$ cat config.mk
export PLATFORM = sky130hd
export DESIGN_NAME = sof_framer_top
export DESIGN_NICKNAME = d
export VERILOG_FILES = /design/src/shared/sof_pkg.sv /design/src/rtl/sof_scrambler.sv /design/src/rtl/sof_rx_demux.sv /design/src/rtl/sof_framer_top.sv
export SDC_FILE = /design/constraint.sdc
export NUM_CORES = 1
export LEC_CHECK = 0
export BUFFER_PORTS_ARGS = -buffer_cell sky130_fd_sc_hd__buf_2
export CAP_MARGIN = 20
export CORE_AREA = 2 2 199 201
export DETAILED_ROUTE_END_ITERATION = 12
export DIE_AREA = 0 0 201 203
export HOLD_SLACK_MARGIN = 0.08
export PLACE_DENSITY = 0.73
export SYNTH_ARGS = -nofsm -noshare
export SYNTH_HDL_FRONTEND = slang
export SYNTH_SLANG_ARGS = --single-unit
$ cat constraint.sdc
create_clock -name sys_clk -period 14.35 [get_ports sys_clk]
set_input_delay 0.7175 -clock sys_clk [delete_from_list [all_inputs] [get_ports sys_clk]]
set_output_delay 0.7175 -clock sys_clk [all_outputs]
set_load 0.02 [all_outputs]
$ cat src/shared/sof_pkg.sv
// sof_pkg: constants and types of the sts-48 overhead framer
// assumes sys_clk is the serialiser byte clock; word timing is divided from it
// Operation
// - each row starts with 144 overhead bytes, carried as 36 words.
// - transparent mode passes user overhead bytes unchanged; the error settings still invert A1/A2 and B1 there.
// - user sends whole frame; overwrites happen before scrambler and serialiser.
// - section mode inserts A1=F6, A2=28, B1 in first STS-1, 00 elsewhere.
// - framing insertion and parity insertion have separate enables.
// - full mode generates all overhead; unlisted bytes are zero.
// - full mode J0 carries STS-1 id every fourth STS-1, else zero.
// - full mode F1 carries link number in first STS-1, else zero.
// - full mode H1/H2 are 62/0A first, 93/FF in other STS-1s.
// - full mode K2 first STS-1 is 06 on remote defect, else 00.
// - error settings invert A1/A2 bytes and invert transmitted B1.
// - force remote defect overwrites K2 with 00000110, also in section mode.
// - scrambler uses 1+x^6+x^7 on words, bypassed by scramble disable.
// - 32-bit words become bytes through a small elastic store.
// - word timing is the byte clock divided by four.
// - each of nine rows is 36 overhead then 1044 payload words.
// - receive bytes are grouped into unaligned words by divide-by-four.
// - framer outputs aligned words and a one-cycle frame pulse.
// - search four A1 then four A2; rotate bytes where F628 found.
// - reset to out-of-frame; in-frame after 2 good, out after 4 bad.
// - fast framing: one good pattern locks, one bad frame drops.
// - computed parity goes into B1 of the following frame.
// - all bytes are scrambled except A1, A2 and J0.
package sof_pkg;
    localparam int unsigned OVH_WORDS = 36;
    localparam int unsigned ROW_WORDS = 1080;
    localparam int unsigned ROWS = 9;
    localparam int unsigned FRAME_WORDS = 9720;
    localparam int unsigned FCW = 14;
    localparam int unsigned GOOD_TO_LOCK = 2;
    localparam int unsigned BAD_TO_DROP = 4;
    localparam logic [7:0] STS_N = 8'd48;
    localparam logic [7:0] A1_VAL = 8'hF6;
    localparam logic [7:0] A2_VAL = 8'h28;
    localparam logic [7:0] H1_FIRST = 8'h62;
    localparam logic [7:0] H2_FIRST = 8'h0A;
    localparam logic [7:0] H1_CONC = 8'h93;
    localparam logic [7:0] H2_CONC = 8'hFF;
    localparam logic [7:0] K2_RDI = 8'h06;
    localparam logic [6:0] SCR_SEED = 7'h7F;
    localparam int unsigned AW = 4;
    localparam logic [3:0] ADDR_CTRL = 4'h0;
    localparam logic [3:0] ADDR_STAT = 4'h4;
    localparam logic [3:0] ADDR_ERRS = 4'h8;
    localparam logic [31:0] CTRL_RST = 32'h0000_0000;
    localparam int unsigned C_MODE = 0;
    localparam int unsigned C_A1A2_EN = 2;
    localparam int unsigned C_B1_EN = 3;
    localparam int unsigned C_A1A2_ERR = 4;
    localparam int unsigned C_B1_ERR = 5;
    localparam int unsigned C_RDI = 6;
    localparam int unsigned C_SCR_DIS = 7;
    localparam int unsigned C_FAST = 8;
    localparam int unsigned C_AIS = 9;
    localparam int unsigned C_LINK = 16;
    localparam int unsigned S_OOF = 0;
    localparam int unsigned S_STICKY = 1;
    localparam int unsigned S_ROT = 4;
    localparam int unsigned S_ROW = 8;
    typedef enum logic [1:0] {SOF_TRANSP, SOF_SECT, SOF_FULL} sof_mode_e;
    typedef enum logic [1:0] {SOF_HUNT, SOF_PRESYNC, SOF_INFRAME} sof_frm_e;
endpackage

$ cat src/rtl/sof_scrambler.sv
// sof_scrambler: frame-synchronous word scrambler
// assumes advance is a one-cycle word strobe from the owning module
`timescale 1ns/1ps
module sof_scrambler (
    // clock and reset
    input wire logic sys_clk,
    input wire logic rst_b,
    // word stream
    input wire logic advance,
    input wire logic load_seed,
    input wire logic bypass,
    input wire logic [31:0] word_in,
    output logic [31:0] word_out
);
    import sof_pkg::*;
    typedef struct packed {
        logic [6:0] lfsr;
        logic [31:0] word;
    } sof_scr_s;
    sof_scr_s st_q, st_d;

    always_comb begin
        logic [6:0] s;
        logic [31:0] ks;
        s = st_q.lfsr;
        ks = '0;
        st_d = st_q;
        // msb byte goes out first
        for (int i = 31; i >= 0; i--) begin
            ks[i] = s[6];
            s = {s[5:0], s[6] ^ s[5]};
        end
        if (advance) begin
            st_d.word = bypass ? word_in : (word_in ^ ks);
            st_d.lfsr = load_seed ? SCR_SEED : s;
        end
    end

    always_ff @(posedge sys_clk or negedge rst_b) begin
        if (!rst_b) begin
            st_q <= '0;
            st_q.lfsr <= SCR_SEED;
        end else begin
            st_q <= st_d;
        end
    end

    assign word_out = st_q.word;
endmodule

$ cat src/rtl/sof_rx_demux.sv
// sof_rx_demux: groups deserialiser bytes into unaligned 32-bit words
// assumes one byte per sys_clk from a deserialiser on the same clock
`timescale 1ns/1ps
module sof_rx_demux (
    // clock and reset
    input wire logic sys_clk,
    input wire logic rst_b,
    // byte side
    input wire logic [7:0] byte_in,
    // word side
    output logic [31:0] word_out,
    output logic word_tick
);
    typedef struct packed {
        logic [1:0] div;
        logic [23:0] sh;
        logic [31:0] word;
        logic tick;
    } sof_dmx_s;
    sof_dmx_s st_q, st_d;

    always_comb begin
        st_d = st_q;
        st_d.div = st_q.div + 2'd1;
        st_d.sh = {st_q.sh[15:0], byte_in};
        st_d.tick = (st_q.div == 2'd3);
        // arbitrary byte phase; framer rotates
        if (st_q.div == 2'd3) begin
            st_d.word = {st_q.sh, byte_in};
        end
    end

    always_ff @(posedge sys_clk or negedge rst_b) begin
        if (!rst_b) begin
            st_q <= '0;
        end else begin
            st_q <= st_d;
        end
    end

    assign word_out = st_q.word;
    assign word_tick = st_q.tick;
endmodule

$ cat src/rtl/sof_framer_top.sv
// sof_framer_top: sts-48 transmit overhead, scrambler, serialiser and receive framer
// assumes user logic, serdes byte paths and register master all run on sys_clk
//
// Implementation choices: the register offsets and the plain strobed port.
`timescale 1ns/1ps
module sof_framer_top #(
    parameter int unsigned FRAME_WORDS = sof_pkg::FRAME_WORDS
) (
    // clock and reset
    input wire logic sys_clk,
    input wire logic rst_b,
    // register port
    input wire logic [sof_pkg::AW-1:0] reg_addr,
    input wire logic [31:0] reg_wdata,
    input wire logic reg_wr,
    input wire logic reg_rd,
    output logic [31:0] reg_rdata,
    // transmit user side
    input wire logic [31:0] tx_data_in,
    input wire logic tx_frame_pulse_in,
    output logic tx_word_ready,
    // transmit serdes side
    output logic [7:0] tx_byte_out,
    // receive serdes side
    input wire logic [7:0] rx_byte_in,
    // receive user side
    output logic [31:0] rx_word_out,
    output logic rx_word_valid,
    output logic rx_frame_pulse,
    output logic rx_oof_alarm
);
    import sof_pkg::*;

    generate
        if (FRAME_WORDS < 16 || FRAME_WORDS > (1 << FCW)) begin : g_chk
            $error("FRAME_WORDS out of range");
        end
    endgenerate

    localparam logic [FCW-1:0] FW_LAST = FCW'(FRAME_WORDS - 1);
    localparam logic [10:0] ROW_LAST = 11'(ROW_WORDS - 1);
    localparam logic [10:0] OVH_LAST = 11'(OVH_WORDS - 1);
    localparam logic [10:0] OVH_END = 11'(OVH_WORDS);
    localparam logic [3:0] ROW_MAX = 4'(ROWS - 1);
    localparam logic [1:0] GOOD_N = 2'(GOOD_TO_LOCK);
    localparam logic [2:0] BAD_N = 3'(BAD_TO_DROP);

    typedef struct packed {
        logic [31:0] ctrl;
        logic [31:0] rdata;
        logic [1:0] div;
        logic [10:0] col;
        logic [3:0] row;
        logic first;
        logic [7:0] bip;
        logic [7:0] b1;
        logic [31:0] store;
        logic [31:0] shift;
        logic [7:0] txb;
        logic [95:0] hist;
        sof_frm_e fsm;
        logic [1:0] rot;
        logic [FCW-1:0] wcnt;
        logic [1:0] good;
        logic [2:0] bad;
        logic oof_sticky;
        logic [15:0] errs;
        logic [31:0] rxw;
        logic rxv;
        logic rxfp;
    } sof_top_s;

    sof_top_s st_q, st_d;
    logic [1:0] rst_sync_q;
    logic rst_int_b;
    logic tick;
    logic [10:0] pos_col;
    logic [3:0] pos_row;
    logic in_ovh;
    logic [31:0] ovh_word;
    logic [31:0] scr_word;
    logic scr_bypass;
    logic scr_seed;
    logic [31:0] dmx_word;
    logic dmx_tick;

    // two-flop release avoids a ragged reset
    always_ff @(posedge sys_clk or negedge rst_b) begin
        if (!rst_b) begin
            rst_sync_q <= 2'b00;
        end else begin
            rst_sync_q <= {rst_sync_q[0], 1'b1};
        end
    end
    assign rst_int_b = rst_sync_q[1];

    // one overhead byte
    function automatic logic [7:0] ovh_byte(
        input logic [3:0] row,
        input logic [7:0] b,
        input logic [7:0] ub,
        input logic [31:0] c,
        input logic [7:0] b1v
    );
        logic [1:0] oc;
        logic [7:0] sts;
        logic fst;
        logic [7:0] v;
        sof_mode_e m;
        oc = (b >= 2 * STS_N) ? 2'd2 : ((b >= STS_N) ? 2'd1 : 2'd0);
        sts = (oc == 2'd2) ? 8'(b - 2 * STS_N) : ((oc == 2'd1) ? (b - STS_N) : b);
        fst = (sts == 8'h00);
        m = sof_mode_e'(c[C_MODE +: 2]);
        v = ub;
        case (m)
            SOF_SECT: begin
                if (c[C_A1A2_EN] && row == 4'd0 && oc != 2'd2) begin
                    v = (oc == 2'd0) ? A1_VAL : A2_VAL;
                end
                if (c[C_B1_EN] && row == 4'd1 && oc == 2'd0) begin
                    v = fst ? b1v : 8'h00;
                end
            end
            SOF_FULL: begin
                v = 8'h00;
                case (row)
                    4'd0: begin
                        if (oc == 2'd0) begin
                            v = A1_VAL;
                        end else if (oc == 2'd1) begin
                            v = A2_VAL;
                        end else if (sts[1:0] == 2'b00) begin
                            v = sts + 8'h01;
                        end
                    end
                    4'd1: begin
                        if (oc == 2'd0 && fst) begin
                            v = b1v;
                        end else if (oc == 2'd2 && fst) begin
                            v = c[C_LINK +: 8];
                        end
                    end
                    4'd3: begin
                        if (oc == 2'd0) begin
                            v = fst ? H1_FIRST : H1_CONC;
                        end else if (oc == 2'd1) begin
                            v = fst ? H2_FIRST : H2_CONC;
                        end
                    end
                    default: begin
                        v = 8'h00;
                    end
                endcase
            end
            default: begin
                v = ub;
            end
        endcase
        // K2 only where the block owns it
        if ((m == SOF_SECT || m == SOF_FULL) && c[C_RDI] && row == 4'd4 && oc == 2'd2 && fst) begin
            v = K2_RDI;
        end
        if (c[C_A1A2_ERR] && row == 4'd0 && oc != 2'd2) begin
            v = ~v;
        end
        if (c[C_B1_ERR] && row == 4'd1 && oc == 2'd0 && fst) begin
            v = ~v;
        end
        return v;
    endfunction

    // framing match at rotation r
    function automatic logic fr_match(
        input logic [95:0] h,
        input logic [1:0] r
    );
        logic [63:0] w;
        w = h[7'd95 - {2'b00, r, 3'b000} -: 64];
        return w == {{4{A1_VAL}}, {4{A2_VAL}}};
    endfunction

    // word position, restarted by frame pulse
    assign tick = (st_q.div == 2'd0);
    assign pos_col = tx_frame_pulse_in ? 11'd0 : st_q.col;
    assign pos_row = tx_frame_pulse_in ? 4'd0 : st_q.row;
    assign in_ovh = (pos_col < OVH_END);

    always_comb begin
        ovh_word = tx_data_in;
        for (int l = 0; l < 4; l++) begin
            if (in_ovh) begin
                ovh_word[31 - 8 * l -: 8] = ovh_byte(pos_row, {pos_col[5:0], 2'(l)},
                    tx_data_in[31 - 8 * l -: 8], st_q.ctrl, st_q.b1);
            end
        end
    end

    // A1, A2 and J0 words of row 0 go out unscrambled
    assign scr_bypass = st_q.ctrl[C_SCR_DIS] || (pos_row == 4'd0 && in_ovh);
    assign scr_seed = (pos_row == 4'd0 && pos_col == OVH_LAST);

    sof_scrambler u_scr (
        .sys_clk(sys_clk),
        .rst_b(rst_int_b),
        .advance(tick),
        .load_seed(scr_seed),
        .bypass(scr_bypass),
        .word_in(ovh_word),
        .word_out(scr_word)
    );

    sof_rx_demux u_dmx (
        .sys_clk(sys_clk),
        .rst_b(rst_int_b),
        .byte_in(rx_byte_in),
        .word_out(dmx_word),
        .word_tick(dmx_tick)
    );

    always_comb begin
        logic [95:0] h;
        logic found;
        logic [1:0] fr;
        logic expect_fp;
        logic ok;
        logic [31:0] rd;
        h = {st_q.hist[63:0], dmx_word};
        found = 1'b0;
        fr = 2'd0;
        expect_fp = (st_q.wcnt == FW_LAST);
        ok = fr_match(h, st_q.rot);
        rd = 32'h0000_0000;
        st_d = st_q;

        // transmit sequencing
        st_d.div = st_q.div + 2'd1;
        if (tick) begin
            st_d.first = tx_frame_pulse_in;
            if (pos_col == ROW_LAST) begin
                st_d.col = 11'd0;
                st_d.row = (pos_row == ROW_MAX) ? 4'd0 : pos_row + 4'd1;
            end else begin
                st_d.col = pos_col + 11'd1;
                st_d.row = pos_row;
            end
        end

        // parity over scrambled words, sent a frame later
        if (st_q.div == 2'd1) begin
            st_d.store = scr_word;
            if (st_q.first) begin
                st_d.b1 = st_q.bip;
                st_d.bip = scr_word[31:24] ^ scr_word[23:16] ^ scr_word[15:8] ^ scr_word[7:0];
            end else begin
                st_d.bip = st_q.bip ^ scr_word[31:24] ^ scr_word[23:16] ^ scr_word[15:8] ^ scr_word[7:0];
            end
        end

        // one store word per four byte clocks
        if (st_q.div == 2'd3) begin
            st_d.shift = st_q.store;
        end
        st_d.txb = st_q.shift[{2'd3 - st_q.div, 3'b000} +: 8];

        // receive framer
        st_d.rxv = dmx_tick;
        st_d.rxfp = 1'b0;
        if (dmx_tick) begin
            st_d.hist = h;
            st_d.wcnt = expect_fp ? '0 : st_q.wcnt + 1'b1;
            for (int r = 3; r >= 0; r--) begin
                if (fr_match(h, 2'(r))) begin
                    found = 1'b1;
                    fr = 2'(r);
                end
            end
            case (st_q.fsm)
                SOF_HUNT: begin
                    if (found) begin
                        st_d.rot = fr;
                        st_d.wcnt = '0;
                        st_d.good = 2'd1;
                        st_d.bad = 3'd0;
                        st_d.rxfp = 1'b1;
                        st_d.fsm = st_q.ctrl[C_FAST] ? SOF_INFRAME : SOF_PRESYNC;
                    end
                end
                SOF_PRESYNC: begin
                    if (expect_fp) begin
                        if (ok) begin
                            st_d.rxfp = 1'b1;
                            st_d.good = st_q.good + 2'd1;
                            if (st_q.good + 2'd1 >= GOOD_N || st_q.ctrl[C_FAST]) begin
                                st_d.fsm = SOF_INFRAME;
                            end
                        end else begin
                            st_d.fsm = SOF_HUNT;
                            st_d.good = 2'd0;
                        end
                    end
                end
                SOF_INFRAME: begin
                    if (expect_fp) begin
                        st_d.rxfp = 1'b1;
                        if (ok) begin
                            st_d.bad = 3'd0;
                        end else begin
                            st_d.bad = st_q.bad + 3'd1;
                            if (st_q.errs != 16'hFFFF) begin
                                st_d.errs = st_q.errs + 16'h0001;
                            end
                            // frame timing kept meanwhile
                            if (st_q.bad + 3'd1 >= BAD_N || st_q.ctrl[C_FAST]) begin
                                st_d.fsm = SOF_HUNT;
                                st_d.good = 2'd0;
                                st_d.rxfp = 1'b0;
                            end
                        end
                    end
                end
                default: begin
                    st_d.fsm = SOF_HUNT;
                end
            endcase
            // optional all-ones fill out of frame
            if (st_q.ctrl[C_AIS] && st_q.fsm != SOF_INFRAME) begin
                st_d.rxw = 32'hFFFF_FFFF;
            end else begin
                st_d.rxw = h[7'd63 - {2'b00, st_d.rot, 3'b000} -: 32];
            end
        end

        // register writes
        if (reg_wr && reg_addr == ADDR_CTRL) begin
            st_d.ctrl = reg_wdata;
        end
        if (reg_wr && reg_addr == ADDR_STAT && reg_wdata[S_STICKY]) begin
            st_d.oof_sticky = 1'b0;
        end
        if (reg_wr && reg_addr == ADDR_ERRS) begin
            st_d.errs = 16'(st_d.errs != st_q.errs);
        end
        // set beats a clear in the same cycle
        if (st_q.fsm == SOF_INFRAME && st_d.fsm == SOF_HUNT) begin
            st_d.oof_sticky = 1'b1;
        end

        // register reads, valid the cycle after the strobe only
        case (reg_addr)
            ADDR_CTRL: rd = st_q.ctrl;
            ADDR_STAT: begin
                rd[S_OOF] = (st_q.fsm != SOF_INFRAME);
                rd[S_STICKY] = st_q.oof_sticky;
                rd[S_ROT +: 2] = st_q.rot;
                rd[S_ROW +: 4] = st_q.row;
            end
            ADDR_ERRS: rd = {16'h0000, st_q.errs};
            default: rd = 32'h0000_0000;
        endcase
        st_d.rdata = reg_rd ? rd : 32'h0000_0000;
    end

    always_ff @(posedge sys_clk or negedge rst_int_b) begin
        if (!rst_int_b) begin
            st_q <= '0;
            st_q.ctrl <= CTRL_RST;
            st_q.fsm <= SOF_HUNT;
        end else begin
            st_q <= st_d;
        end
    end

    assign reg_rdata = st_q.rdata;
    assign tx_word_ready = tick;
    assign tx_byte_out = st_q.txb;
    assign rx_word_out = st_q.rxw;
    assign rx_word_valid = st_q.rxv;
    assign rx_frame_pulse = st_q.rxfp;
    assign rx_oof_alarm = (st_q.fsm != SOF_INFRAME);
endmodule

== After elaboration in Yosys (flattened, before gate mapping) ==
Index checks and enable logic that the tools add are counted.
Cells by class
  $add $sub $neg: 23
  $lt $le $gt $ge: 11
  equality and inequality tests: 41
  shift operators: 3
  mux-type cells: 161
  bitwise logic cells: 48
  reductions and logical operators: 77
Operator list (number)
  $mux 8: 85
  $eq 64x64->1 const B: 5
  $shiftx 159x8->64: 1
  $shiftx 127x8->32: 1
  $mux 16: 7
  $mux 32: 3
  $pmux 8 s3: 4
  $not 8->8: 8
  $pmux 8 s2: 4
  $xor 8x8->8: 7
  $logic_and 1x1->1: 50
  $mux 48: 1
  $mux 23: 2
  $pmux 20 s2: 1
  $mux 2: 19
  $add 8x1->8 const B: 4
  $ge 8x6->1 const B: 4
  $ge 8x7->1 const B: 4
  $logic_not 8->1: 4
  $shiftx 32x6->8: 1
  $sub 8x6->8 const B: 4
  $sub 8x7->8 const B: 4
  $xor 1x1->1: 32
  $xor 32x32->32: 1
  45 further kinds: 108
Storage, ports and cells
  register bits after elaboration: 408
  input port bits: 81
  logic and storage cells: 393

== Depth between registers and ports, before layout ==
Gate-level depths: netlist of the first run.
  depth after elaboration: 23
  depth in mapped cells: 15
  mapped depth without buffers: 12

== Hierarchy ==
Synthesis of the first run repeated with hierarchy kept, for this count alone.
Unflattened totals
  cells, all modules: 2002
  area, all modules: 21818.4 sq um
By module, submodules not included
  sof_framer_top: times used 1, cells each 1597, area each 16936.2 sq um
  sof_scrambler: times used 1, cells each 275, area each 2592.5 sq um
  sof_rx_demux: times used 1, cells each 130, area each 2289.7 sq um

== Least setup slack after synthesis of the first run ==
OpenSTA, ideal clock, no wires.
  path type: input -> register
  start point: input port tx_frame_pulse_in
  end point: register u_scr.st_q (netlist bit u_scr.word_out[29])
  library setup time: 0.125 ns
  arrival time: 3.669 ns
  data required time: 14.225 ns
  path slack: 10.556 ns
  stages: 13
  buffers on the path: 3
  cells stage by stage: buf_2 > buf_1 > nor2b_1 > ha_1 > clkbuf_1 > nor4_1 > or3_1 > o31ai_1 > nand2_1 > a2111oi_0 > a311oi_1 > xnor2_1 > mux2_2
Between the ends
  word-level cells in the longest chain between the ends: 23
Ends and longest elaborated chain
  start: declaration: RTL line sof_framer_top.sv:20  | input wire logic tx_frame_pulse_in,
  $mux 11: RTL line sof_framer_top.sv:184  | assign pos_col = tx_frame_pulse_in ? 11'd0 : st_q.col;
  $ge 8x6->1: RTL line sof_framer_top.sv:110  | oc = (b >= 2 * STS_N) ? 2'd2 : ((b >= STS_N) ? 2'd1 : 2'd0);
  $mux 1: RTL line sof_framer_top.sv:110
  $mux 2: RTL line sof_framer_top.sv:110
  $eq 2x1->1: RTL line sof_framer_top.sv:111, sof_framer_top.sv:130, sof_framer_top.sv:146
  $mux 8 (2 in a row): RTL line sof_framer_top.sv:111  | sts = (oc == 2'd2) ? 8'(b - 2 * STS_N) : ((oc == 2'd1) ? (b - STS_N) : b);
  $add 8x1->8 (tied with other cells): RTL line sof_framer_top.sv:133  | v = sts + 8'h01;
  $mux 8 (tied with other cells): RTL line sof_framer_top.sv:132  | end else if (sts[1:0] == 2'b00) begin
  (+6 left out)
  $not 8->8: RTL line sof_framer_top.sv:164  | v = ~v;
  $mux 8: RTL line sof_framer_top.sv:163  | if (c[C_A1A2_ERR] && row == 4'd0 && oc != 2'd2) begin
  $mux 8: RTL line sof_framer_top.sv:191  | if (in_ovh) begin
  $not 8->8: RTL line sof_framer_top.sv:167  | v = ~v;
  $mux 8: RTL line sof_framer_top.sv:166  | if (c[C_B1_ERR] && row == 4'd1 && oc == 2'd0 && fst) begin
  $mux 8: RTL line sof_framer_top.sv:191
  $xor 32x32->32: RTL line sof_scrambler.sv:34  | st_d.word = bypass ? word_in : (word_in ^ ks);
  $mux 32 *: RTL line sof_scrambler.sv:34
  end signal: assignment: RTL line sof_scrambler.sv:44  | st_q <= st_d;
  end: declaration: RTL line sof_scrambler.sv:20  | sof_scr_s st_q, st_d;
Every way passes the cells marked *; elsewhere a longest branch is shown, timed or not. The select of a mux whose other input is x is not followed.
A chain may end at the register's enable or synchronous reset.

== Final worst setup path of the first run ==
  start point: input port tx_frame_pulse_in
  end point: register u_scr.st_q (netlist bit u_scr.word_out[14])
The elaborated chain is that of the path after synthesis.

==> reports/qor.csv, run 1 <==
stage;metric;value;unit
run_status;status;complete, no violations;
sta;hold_slack;0.250;ns
layout;diodes;0;
synthesis;synth_cell_type_count;91;
power;irDropWorstVdd;0.150;mV
sta;min_period;4.47;ns
synthesis;synth.area.top_cells;dfrtp_1 (48%), mux2_2 (11%), mux2i_1 (2.6%);
clock_tree;cts_buffers;44;
die;dieArea;40800;um^2
clock_tree;hold_buffers;1;
clock_tree;cts.sinks;408;
worst_setup_path;crit_arrival;4.93;ns
global_routing;grt.overflow.total;0;
placement;post-dp-hpwl;38.5;mm
drt;vias;15600;
sta;setup_viol;0;
synthesis;synth_compound_area_share;13.0;%
clock_tree;cts.path.max_buffers;3;
synthesis;synthFlopType;dfrtp_1;
synthesis;ys_ff_latch;408;
worst_setup_path;required;14.81;ns
die;start_util;54.7;%
clock_tree;clkSlewWorstSetupHoldPaths;0.06;ns
sta;slew_violations;0;
clock_tree;worstSkewPairLatency;0.59;ns
synthesis;yosys.area_share.xor_xnor;3.95;%
drt;routed_wl;55.0;mm
power;power.density;157;nW/um^2
layout;final_nets;2103;
sta;worstMarginPinSlew;1.09;ns
synthesis;synth-adder-area-share;1.25;%
synthesis;synth_edf_count;0;
placement;port_buffers;156;
worst_setup_path;startpoint_type;primary input;
die;die_y;203;um
synthesis;synth_fp_nets;2065;
clock_tree;cts_root_buffer;clkbuf_16;
run;cap_violations;0;
placement;routabilityCongestion;0.976;
worst_setup_path;cp_max_fo;33;
worst_setup_path;startpoint;tx_frame_pulse_in;
synthesis;ys_seq_area_share;48.6;%
sta;fmax;0.224;GHz
die;core;38500;um^2
sta;period_share;31.1;%
global_routing;grt_pass1_vias;15500;
global_routing;grt_max_degree;197;
clock_tree;cts_setup_buffers;0;
clock_tree;cts_resized;0;
synthesis;post-synth-top-count-cell;dfrtp_1;
layout;drive_above_1_share;24.7;%
drt;drcViolationCount;0;
drt;drtIter0Drc;1242;
synthesis;synth_top_family_by_area;multiplexers;
drt;dr.pass1.iters;7;
drt;ant_nets;0;
clock_tree;cts_tree;yes;
worst_setup_path;r2r_start;st_q[266];
worst_hold_path;hp-start;rx_byte_in[0];
synthesis;async_flop_share;100;%
global_routing;grt_antenna_before_repair;1;
sta;skew;0.0222;ns
synthesis;ys_warn_count;0;
die;rows;72;
sta;hold_viol_final;0;
synthesis;syn-cell-area;21000;um^2
die;ios;157;
die;die_width;201;um
sta;max-slew-margin-rel;27.1;%
synthesis;yosysTopAreaCellShare;47.7;%
synthesis;synth_area_per_cell;10.7;um^2
synthesis;yosys-mux-area-fraction;15.1;%
worst_setup_path;cp-end-kind;register;
power;p_leak;0.0100;uW
synthesis;synthCells;1963;
sta;rsz0062_at_grt;no;
drt;routedWlPerCell;21.6;um
layout;syn_to_final_growth;10.4;%
synthesis;synth_largest_area_cell;dfrtp_1;
worst_setup_path;crit_type;in2reg;
synthesis;yosys.area_share.simple;12.4;%
clock_tree;htreeDepth;2;
global_routing;grt.total_usage;27.1;%
synthesis;synthTopCellsByCount;dfrtp_1 (401), mux2_2 (212), nand2_1 (128);
sta;tns;0;ns
global_routing;grt_first_pass_wirelength;87.5;mm
worst_hold_path;hp-class;in2reg;
drt;via_per_inst;6.11;
## power by group
group	internal (uW)	leakage (uW)	switching (uW)
Sequential	1380	0.00489	218
Clock	711	0.000748	485
Combinational	411	0.00440	450
## path summary, 6_finish.rpt
| path | slack [ns] | endpoint | depth (start not counted) |
|---|---|---|---|
| min in group asynchronous | 0.45 | rst_sync_q[1] | 2 |
| max reg2reg | 10.17 | u_scr.word_out[29] | 11 |
| min reg2reg | 0.36 | u_dmx.st_d[50] | 0 |
| max in group asynchronous | 11.85 | reg_rdata[13] | 3 |
| min | 0.25 | u_dmx.st_d[41] | 1 |
| max | 9.88 | u_scr.word_out[14] | 12 |
## cell usage in the layout (no fill, tap or decap), types with 50 or more instances in the layout
master,instances
dfrtp_1,399
mux2_2,212
buf_2,157
nand2_1,128
nor2_1,119
o21ai_0,102
a21oi_1,102
xnor2_1,61
mux2i_1,55
o22ai_1,50
## state kept, by name (all words and copies together) (netlist names)
signal / cells
u_dmx.word_out: 32
tx_byte_out: 8
rx_word_valid: 1
u_dmx.st_q: 10
rx_word_out: 32
st_q: 234
u_scr.st_q: 7
rst_sync_q: 2
reg_rdata: 32
u_dmx.word_tick: 1
rx_frame_pulse: 1
u_scr.word_out: 32
u_dmx.st_d: 16
## area by class of cell
class	count	area [um^2]
Sequential cell	408	10200
Clock inverter	20	295
Inverter	47	176
Clock buffer	61	1260
Fill cell	3138	15200
Tap cell	518	648
Multi-Input combinational cell	1326	9670
Timing Repair Buffer	174	961
## per-layer routing
metal	up-vias	routed length (um)	track usage, %
met4	2	1430	7.83
met2	525	26200	44.2
met5	-	13	0
met3	109	3340	5.09
met1	7823	24000	37.1
li1	7141	-	-
## worst max-delay path, stage by stage
cell	delay, ns
buf_2	0.49
inv_1	0.38
nand2_1	0.21
ha_1	0.43
nand3_1	0.36
o31a_1	0.41
a2111oi_0	0.85
o21ai_1	0.32
nand2_1	0.14
o21ai_0	0.13
xor2_1	0.20
mux2_2	0.27
## cell families after synthesis
family | Yosys count
adder cells (fa/ha/maj) | 21
XOR/XNOR | 95
buffers and inverters | 229
AND/OR/NAND/NOR | 509
AO/OA/AOI/OAI | 421
other | 1
flip-flops | 408
multiplexers | 279
## per-stage QoR
step / setup WS [ns] / instances / utilization (%) / total power [uW] / instance area, um^2
after detailed placement: 9.45 / 2469 / 56.2 / 2470 / 21600
after floorplan: 2.15 / 1963 / - / 2230 / 21000
after global routing: 9.75 / 2554 / 60.4 / 3840 / 23200
after CTS: 10.04 / 2551 / 60.3 / 3670 / 23200
final: 9.88 / 2554 / 60.4 / 3660 / 23200
after global placement: 9.53 / 2469 / 56.2 / 2440 / 21600
Note: power is estimated with default switching activity, not from simulation.
==> run 2: changes to the inputs <==
clock period = 4.4 ns   (was 14.35 ns; I/O delays follow)
==> reports/qor.csv, run 2 (synthesis results as in run 1) <==
stage;metric;value;unit
power;irDropWorstVdd;0.523;mV
layout;drive_above_1_share;24.7;%
sta;skew;0.0212;ns
die;dieArea;40800;um^2
drt;drtIter0Drc;1229;
power;p_leak;0.0103;uW
worst_setup_path;crit_chain;dlygate4sd3_1 > buf_2 > buf_4 > inv_1 > nand2_1 > ha_1 > nand3_1 > o31a_1 > a2111oi_0 > o21ai_1 > nand2_1 > o21ai_0 > xor2_1 > mux2_2;
global_routing;grt.overflow.total;0;
placement;place_area;21800;um^2
sta;min_period;4.00;ns
sta;slew_violations;0;
sta;setup_viol;0;
die;die_y;203;um
global_routing;grt_pass1_vias;16100;
worst_setup_path;startpoint_type;primary input;
clock_tree;cts_setup_buffers;0;
global_routing;grt_first_pass_wirelength;89.4;mm
layout;final_cell_mix;dfrtp_1 (399), mux2_2 (212), buf_2 (156), nand2_1 (128), nor2_1 (119);
layout;regMostFlops;st_q;
drt;ant_nets;0;
layout;n_fill_cell;3131;
sta;hold_viol_final;0;
sta;rsz0062_at_grt;no;
sta;worstMarginPinSlew;1.03;ns
placement;placed_cells;2493;
global_routing;grt_antenna_before_repair;0;
sta;tns;0;ns
drt;via_per_inst;6.12;
run_status;status;complete, no violations;
die;start_util;54.7;%
die;core;38500;um^2
worst_hold_path;hp-class;in2reg;
worst_setup_path;critPathMaxStageDelay;0.71;ns
layout;mostFrequentLayoutCell;dfrtp_1;
die;ios;157;
sta;max-slew-margin-rel;31.3;%
clock_tree;htreeDepth;2;
power;power.total;11800;uW
clock_tree;cts.sinks;408;
layout;final_nets;2169;
drt;vias;16000;
worst_setup_path;cpMostUsedCell;nand2_1;
layout;post-route-cell-area;23700;um^2
drt;routedWlPerCell;21.1;um
placement;port_buffers;156;
clock_tree;worstSkewPairLatency;0.57;ns
layout;largest_reg_flops;234;
die;rows;72;
sta;period_share;90.9;%
clock_tree;cts_root_buffer;clkbuf_16;
die;die_width;201;um
clock_tree;clkSlewWorstSetupHoldPaths;0.06;ns
worst_setup_path;cp_max_fo;30;
placement;post-dp-hpwl;38.9;mm
worst_setup_path;crit_type;in2reg;
worst_setup_path;cp-end-kind;register;
layout;syn_to_final_growth;12.8;%
worst_setup_path;crit_slowest_cell;a2111oi_0;
power;power.density;498;nW/um^2
worst_setup_path;required;4.85;ns
global_routing;grt.total_usage;27.6;%
clock_tree;cts.path.max_buffers;3;
drt;routed_wl;55.3;mm
drt;dr.pass1.iters;5;
sta;fmax;0.250;GHz
drt;drcViolationCount;0;
worst_setup_path;crit_arrival;4.45;ns
placement;routabilityCongestion;0.915;
sta;hold_slack;0.119;ns
clock_tree;cts_tree;yes;
run;cap_violations;0;
clock_tree;cts_buffers;43;
layout;diodes;0;
layout;stdcell_count;2615;
global_routing;grt_max_degree;108;
run 2: cell count changes in the layout (fill, tap and decap cells not counted), moves of 2 or more:
cell	before	now
dlygate4sd3_1	1	47
buf_4	13	35
clkbuf_8	7	10
clkinv_4	3	0
clkbuf_16	45	43
clkinv_2	5	7
clkinvlp_4	3	1
run 2: worst max-delay path, delay by kind of cell:
family | cells | cell delay (ns)
AO/OA/AOI/OAI | 4 | 1.50
buffers and inverters | 4 | 1.25
AND/OR/NAND/NOR | 3 | 0.55
adder cells (fa/ha/maj) | 1 | 0.41
multiplexers | 1 | 0.28
XOR/XNOR | 1 | 0.22
run 2: metal layers:
| layer | track usage, % | up-vias | part of all wire, % |
|---|---|---|---|
| met1 | 37.1 | 8023 | 42 |
| met2 | 45.7 | 583 | 48 |
| met3 | 4.35 | 130 | 6.5 |
| met4 | 9.50 | 0 | 3.5 |
| li1 | - | 7267 | - |
| met5 | 0 | - | 0 |
run 2: area by class of cell:
type | count | area [um^2] | share of cell area, %
Clock buffer | 61 | 1240 | 5.24
Clock inverter | 14 | 195 | 0.822
Inverter | 47 | 176 | 0.743
Multi-Input combinational cell | 1326 | 9670 | 40.7
Sequential cell | 408 | 10200 | 43.1
Tap cell | 518 | 648 | 2.73
Timing Repair Buffer | 241 | 1570 | 6.63
run 2: where the power goes:
group / internal (uW) / leakage (uW) / total, uW / switching, uW
Clock: 2200 / 0.000709 / 3710 / 1510
Sequential: 4500 / 0.00489 / 5210 / 703
Combinational: 1390 / 0.00469 / 2890 / 1500
Total: 8100 / 0.0103 / 11800 / 3710
run 2: metrics by stage:
step,utilization (%),worst slack (ns)
2_1_floorplan,-,0.398
3_3_place_gp,56.7,0.531
3_5_place_dp,56.7,0.527
4_1_cts,61.7,0.519
5_1_grt,61.7,0.202
6_report,61.7,0.399
run 2: path summary, 6_finish.rpt:
check	from	endpoint	slack, ns	cells after the start
worst max register to register	st_q[265]	u_scr.word_out[28]	0.44	12
worst min register to register	rst_sync_q[0]	rst_sync_q[1]	0.35	0
max in group asynchronous	rst_sync_q[1]	u_scr.word_out[19]	2.78	1
worst min-delay path	tx_data_in[1]	u_scr.word_out[1]	0.12	4
min in group asynchronous	rst_sync_q[1]	tx_byte_out[6]	0.41	0
worst max-delay path	tx_frame_pulse_in	u_scr.word_out[14]	0.40	14
run 2: repair_timing:
item / CTS / global route
gates resized for setup: 0 / 0
hold buffers: 47 / 0
endpoints found under the setup margin: 0 / 0
endpoints found under the hold margin: 55 / 0
==> run 3: changes to the inputs <==
clock period = 5.13 ns   (was 4.4 ns; I/O delays follow)
==> reports/qor.csv, run 3 (synthesis results as in run 1) <==
stage;metric;value;unit
run_status;status;complete, no violations;
placement;placed_cells;2479;
placement;pre_cts_ws;0.919;ns
worst_setup_path;crit_type;reg2reg;
drt;met2_length;26.3;mm
global_routing;grt.overflow.total;0;
layout;multi_input_area;9670;um^2
drt;dr.pass1.iters;5;
sta;worstMarginPinSlew;1.05;ns
worst_setup_path;ff2ff_path_depth;11;
sta;period_share;81.7;%
worst_setup_path;cp-end-kind;register;
sta;rsz0062_at_grt;no;
drt;routed_wl;55.6;mm
worst_setup_path;r2r-end;u_scr.word_out[24];
sta;tns;0;ns
run;cap_violations;0;
layout;mostFrequentLayoutCell;dfrtp_1;
power;irDropWorstVdd;0.373;mV
worst_hold_path;whs_endpoint;reg_rdata[8];
drt;wl_met1;23.7;mm
power;power_switching;3200;uW
layout;regMostFlops;st_q;
power;power_frac_seq;44.8;%
global_routing;grt_antenna_before_repair;0;
clock_tree;worstSkewPairLatency;0.59;ns
drt;top_layer;met4;
die;rows;72;
clock_tree;cts.sinks;408;
worst_setup_path;crit_arrival;4.63;ns
global_routing;grt.total_usage;27.2;%
sta;hold_viol_final;0;
worst_setup_path;crit_family;compound AO/OA/AOI/OAI gates;
layout;final_nets;2153;
die;die_y;203;um
layout;syn_to_final_growth;11.9;%
drt;via_per_inst;6.09;
worst_setup_path;cpMostUsedCell;o311ai_0;
sta;fmax;0.239;GHz
sta;slew_violations;0;
drt;ant_nets;0;
power;switching_share;32.0;%
sta;skew;0.0234;ns
die;ios;157;
die;start_util;54.7;%
drt;vias;15900;
worst_setup_path;crit_chain;nor2b_1 > ha_1 > inv_1 > a222oi_1 > mux2_2 > a41oi_1 > o221ai_1 > a221oi_1 > o21ai_0 > o311ai_0 > o311ai_0;
worst_hold_path;hp-start;reg_addr[2];
layout;diodes;0;
clock_tree;cts_tree;yes;
power;power.density;425;nW/um^2
clock_tree;cts.path.max_buffers;3;
clock_tree;cts_root_buffer;clkbuf_16;
layout;final_cell_mix;dfrtp_1 (399), mux2_2 (212), buf_2 (156), nand2_1 (128), nor2_1 (119);
worst_setup_path;critPathBufInv;1;
worst_hold_path;hold_depth;4;
layout;largest_reg_flops;234;
worst_setup_path;crit_cells;11;
power;intPower;6800;uW
layout;n_fill_cell;3173;
clock_tree;htreeDepth;2;
power;p_leak;0.0102;uW
global_routing;grt_first_pass_wirelength;87.8;mm
worst_hold_path;hp-class;in2reg;
placement;post-dp-hpwl;38.9;mm
die;die_width;201;um
worst_setup_path;required;5.57;ns
worst_setup_path;crit_slowest_cell;a221oi_1;
drt;drcViolationCount;0;
drt;routedWlPerCell;21.4;um
sta;min_period;4.19;ns
power;power_frac_clock;31.0;%
sta;setup_viol;0;
die;core;38500;um^2
layout;regArea;10200;um^2
worst_setup_path;cp_max_fo;16;
clock_tree;clkSlewWorstSetupHoldPaths;0.06;ns
power;comb_power_share;24.2;%
drt;wl_met3;3.67;mm
placement;port_buffers;156;
sta;worst_slack;0.939;ns
worst_setup_path;critPathMaxStageDelay;0.64;ns
die;dieArea;40800;um^2
global_routing;grt_pass1_vias;15600;
layout;drive_above_1_share;24.4;%
global_routing;grt_max_degree;142;
worst_setup_path;r2r_slack;0.94;ns
clock_tree;cts_setup_buffers;0;
drt;drtIter0Drc;1413;
layout;stdcell_count;2602;
worst_setup_path;startpoint_type;register;
clock_tree;cts_buffers;44;
worst_setup_path;r2r_start;st_q[266];
placement;routabilityCongestion;0.987;
sta;max-slew-margin-rel;29.3;%
run 3: cell count changes in the layout (fill, tap and decap cells not counted), moves of 2 or more:
cell,previous run,this run
dlygate4sd3_1,47,44
clkbuf_8,10,8
buf_4,35,22
bufinv_16,4,1
clkinv_2,7,10
inv_6,0,4
run 3: timing repair:
item | in CTS | in global routing
resized for setup | 0 | 0
hold buffers | 44 | 0
setup endpoints to repair | 0 | 0
endpoints found under the hold margin | 51 | 0
run 3: per-stage QoR:
| step | total power [uW] | hold slack [ns] | instance area (um^2) | utilization (%) |
|---|---|---|---|---|
| 2_1_floorplan | 6220 | -0.0391 | 21000 | - |
| 3_5_place_dp | 6900 | 0.0459 | 21700 | 56.4 |
| 4_1_cts | 10100 | 0.107 | 23500 | 61.2 |
| 5_1_grt | 10500 | 0.127 | 23500 | 61.2 |
| 3_3_place_gp | 6820 | 0.0458 | 21700 | 56.4 |
| 6_report | 10000 | 0.129 | 23500 | 61.2 |
run 3: power by group through the flow:
stage	logic, uW	clock network [uW]	registers (uW)
CTS	2420	3170	4480
floorplan	1990	0	4240
detailed placement	2380	0	4530
finish	2420	3110	4480
global placement	2320	0	4500
global route	2640	3300	4550
run 3: worst max-delay path by stage:
stage                           start            endpoint
floorplan               rst_sync_q[1]        reg_rdata[0]
global placement    tx_frame_pulse_in  u_scr.word_out[14]
detailed placement  tx_frame_pulse_in  u_scr.word_out[24]
CTS                         st_q[266]  u_scr.word_out[24]
global route                st_q[266]  u_scr.word_out[29]
finish                      st_q[266]  u_scr.word_out[24]
run 3: cell type report:
class | count | share of cell area (%)
Clock inverter | 18 | 0.675
Tap cell | 518 | 2.75
Timing Repair Buffer | 224 | 6.06
Sequential cell | 408 | 43.4
Multi-Input combinational cell | 1326 | 41.1
Clock buffer | 61 | 5.29
Inverter | 47 | 0.749
run 3: routing by layer:
metal	up-vias	GRT usage [%]
li1	7233	-
met1	7916	37.1
met2	589	44.3
met3	118	4.56
met4	0	9.42
met5	-	0
run 3: worst reg2reg max path: cells and delay by family, from the launching register on:
kind                     cells  cell delay (ns)
buffers and inverters        1             0.14
AND/OR/NAND/NOR              1             0.28
AO/OA/AOI/OAI                7             2.07
adder cells (fa/ha/maj)      1             0.44
flip-flops                   1             0.59
multiplexers                 1             0.54
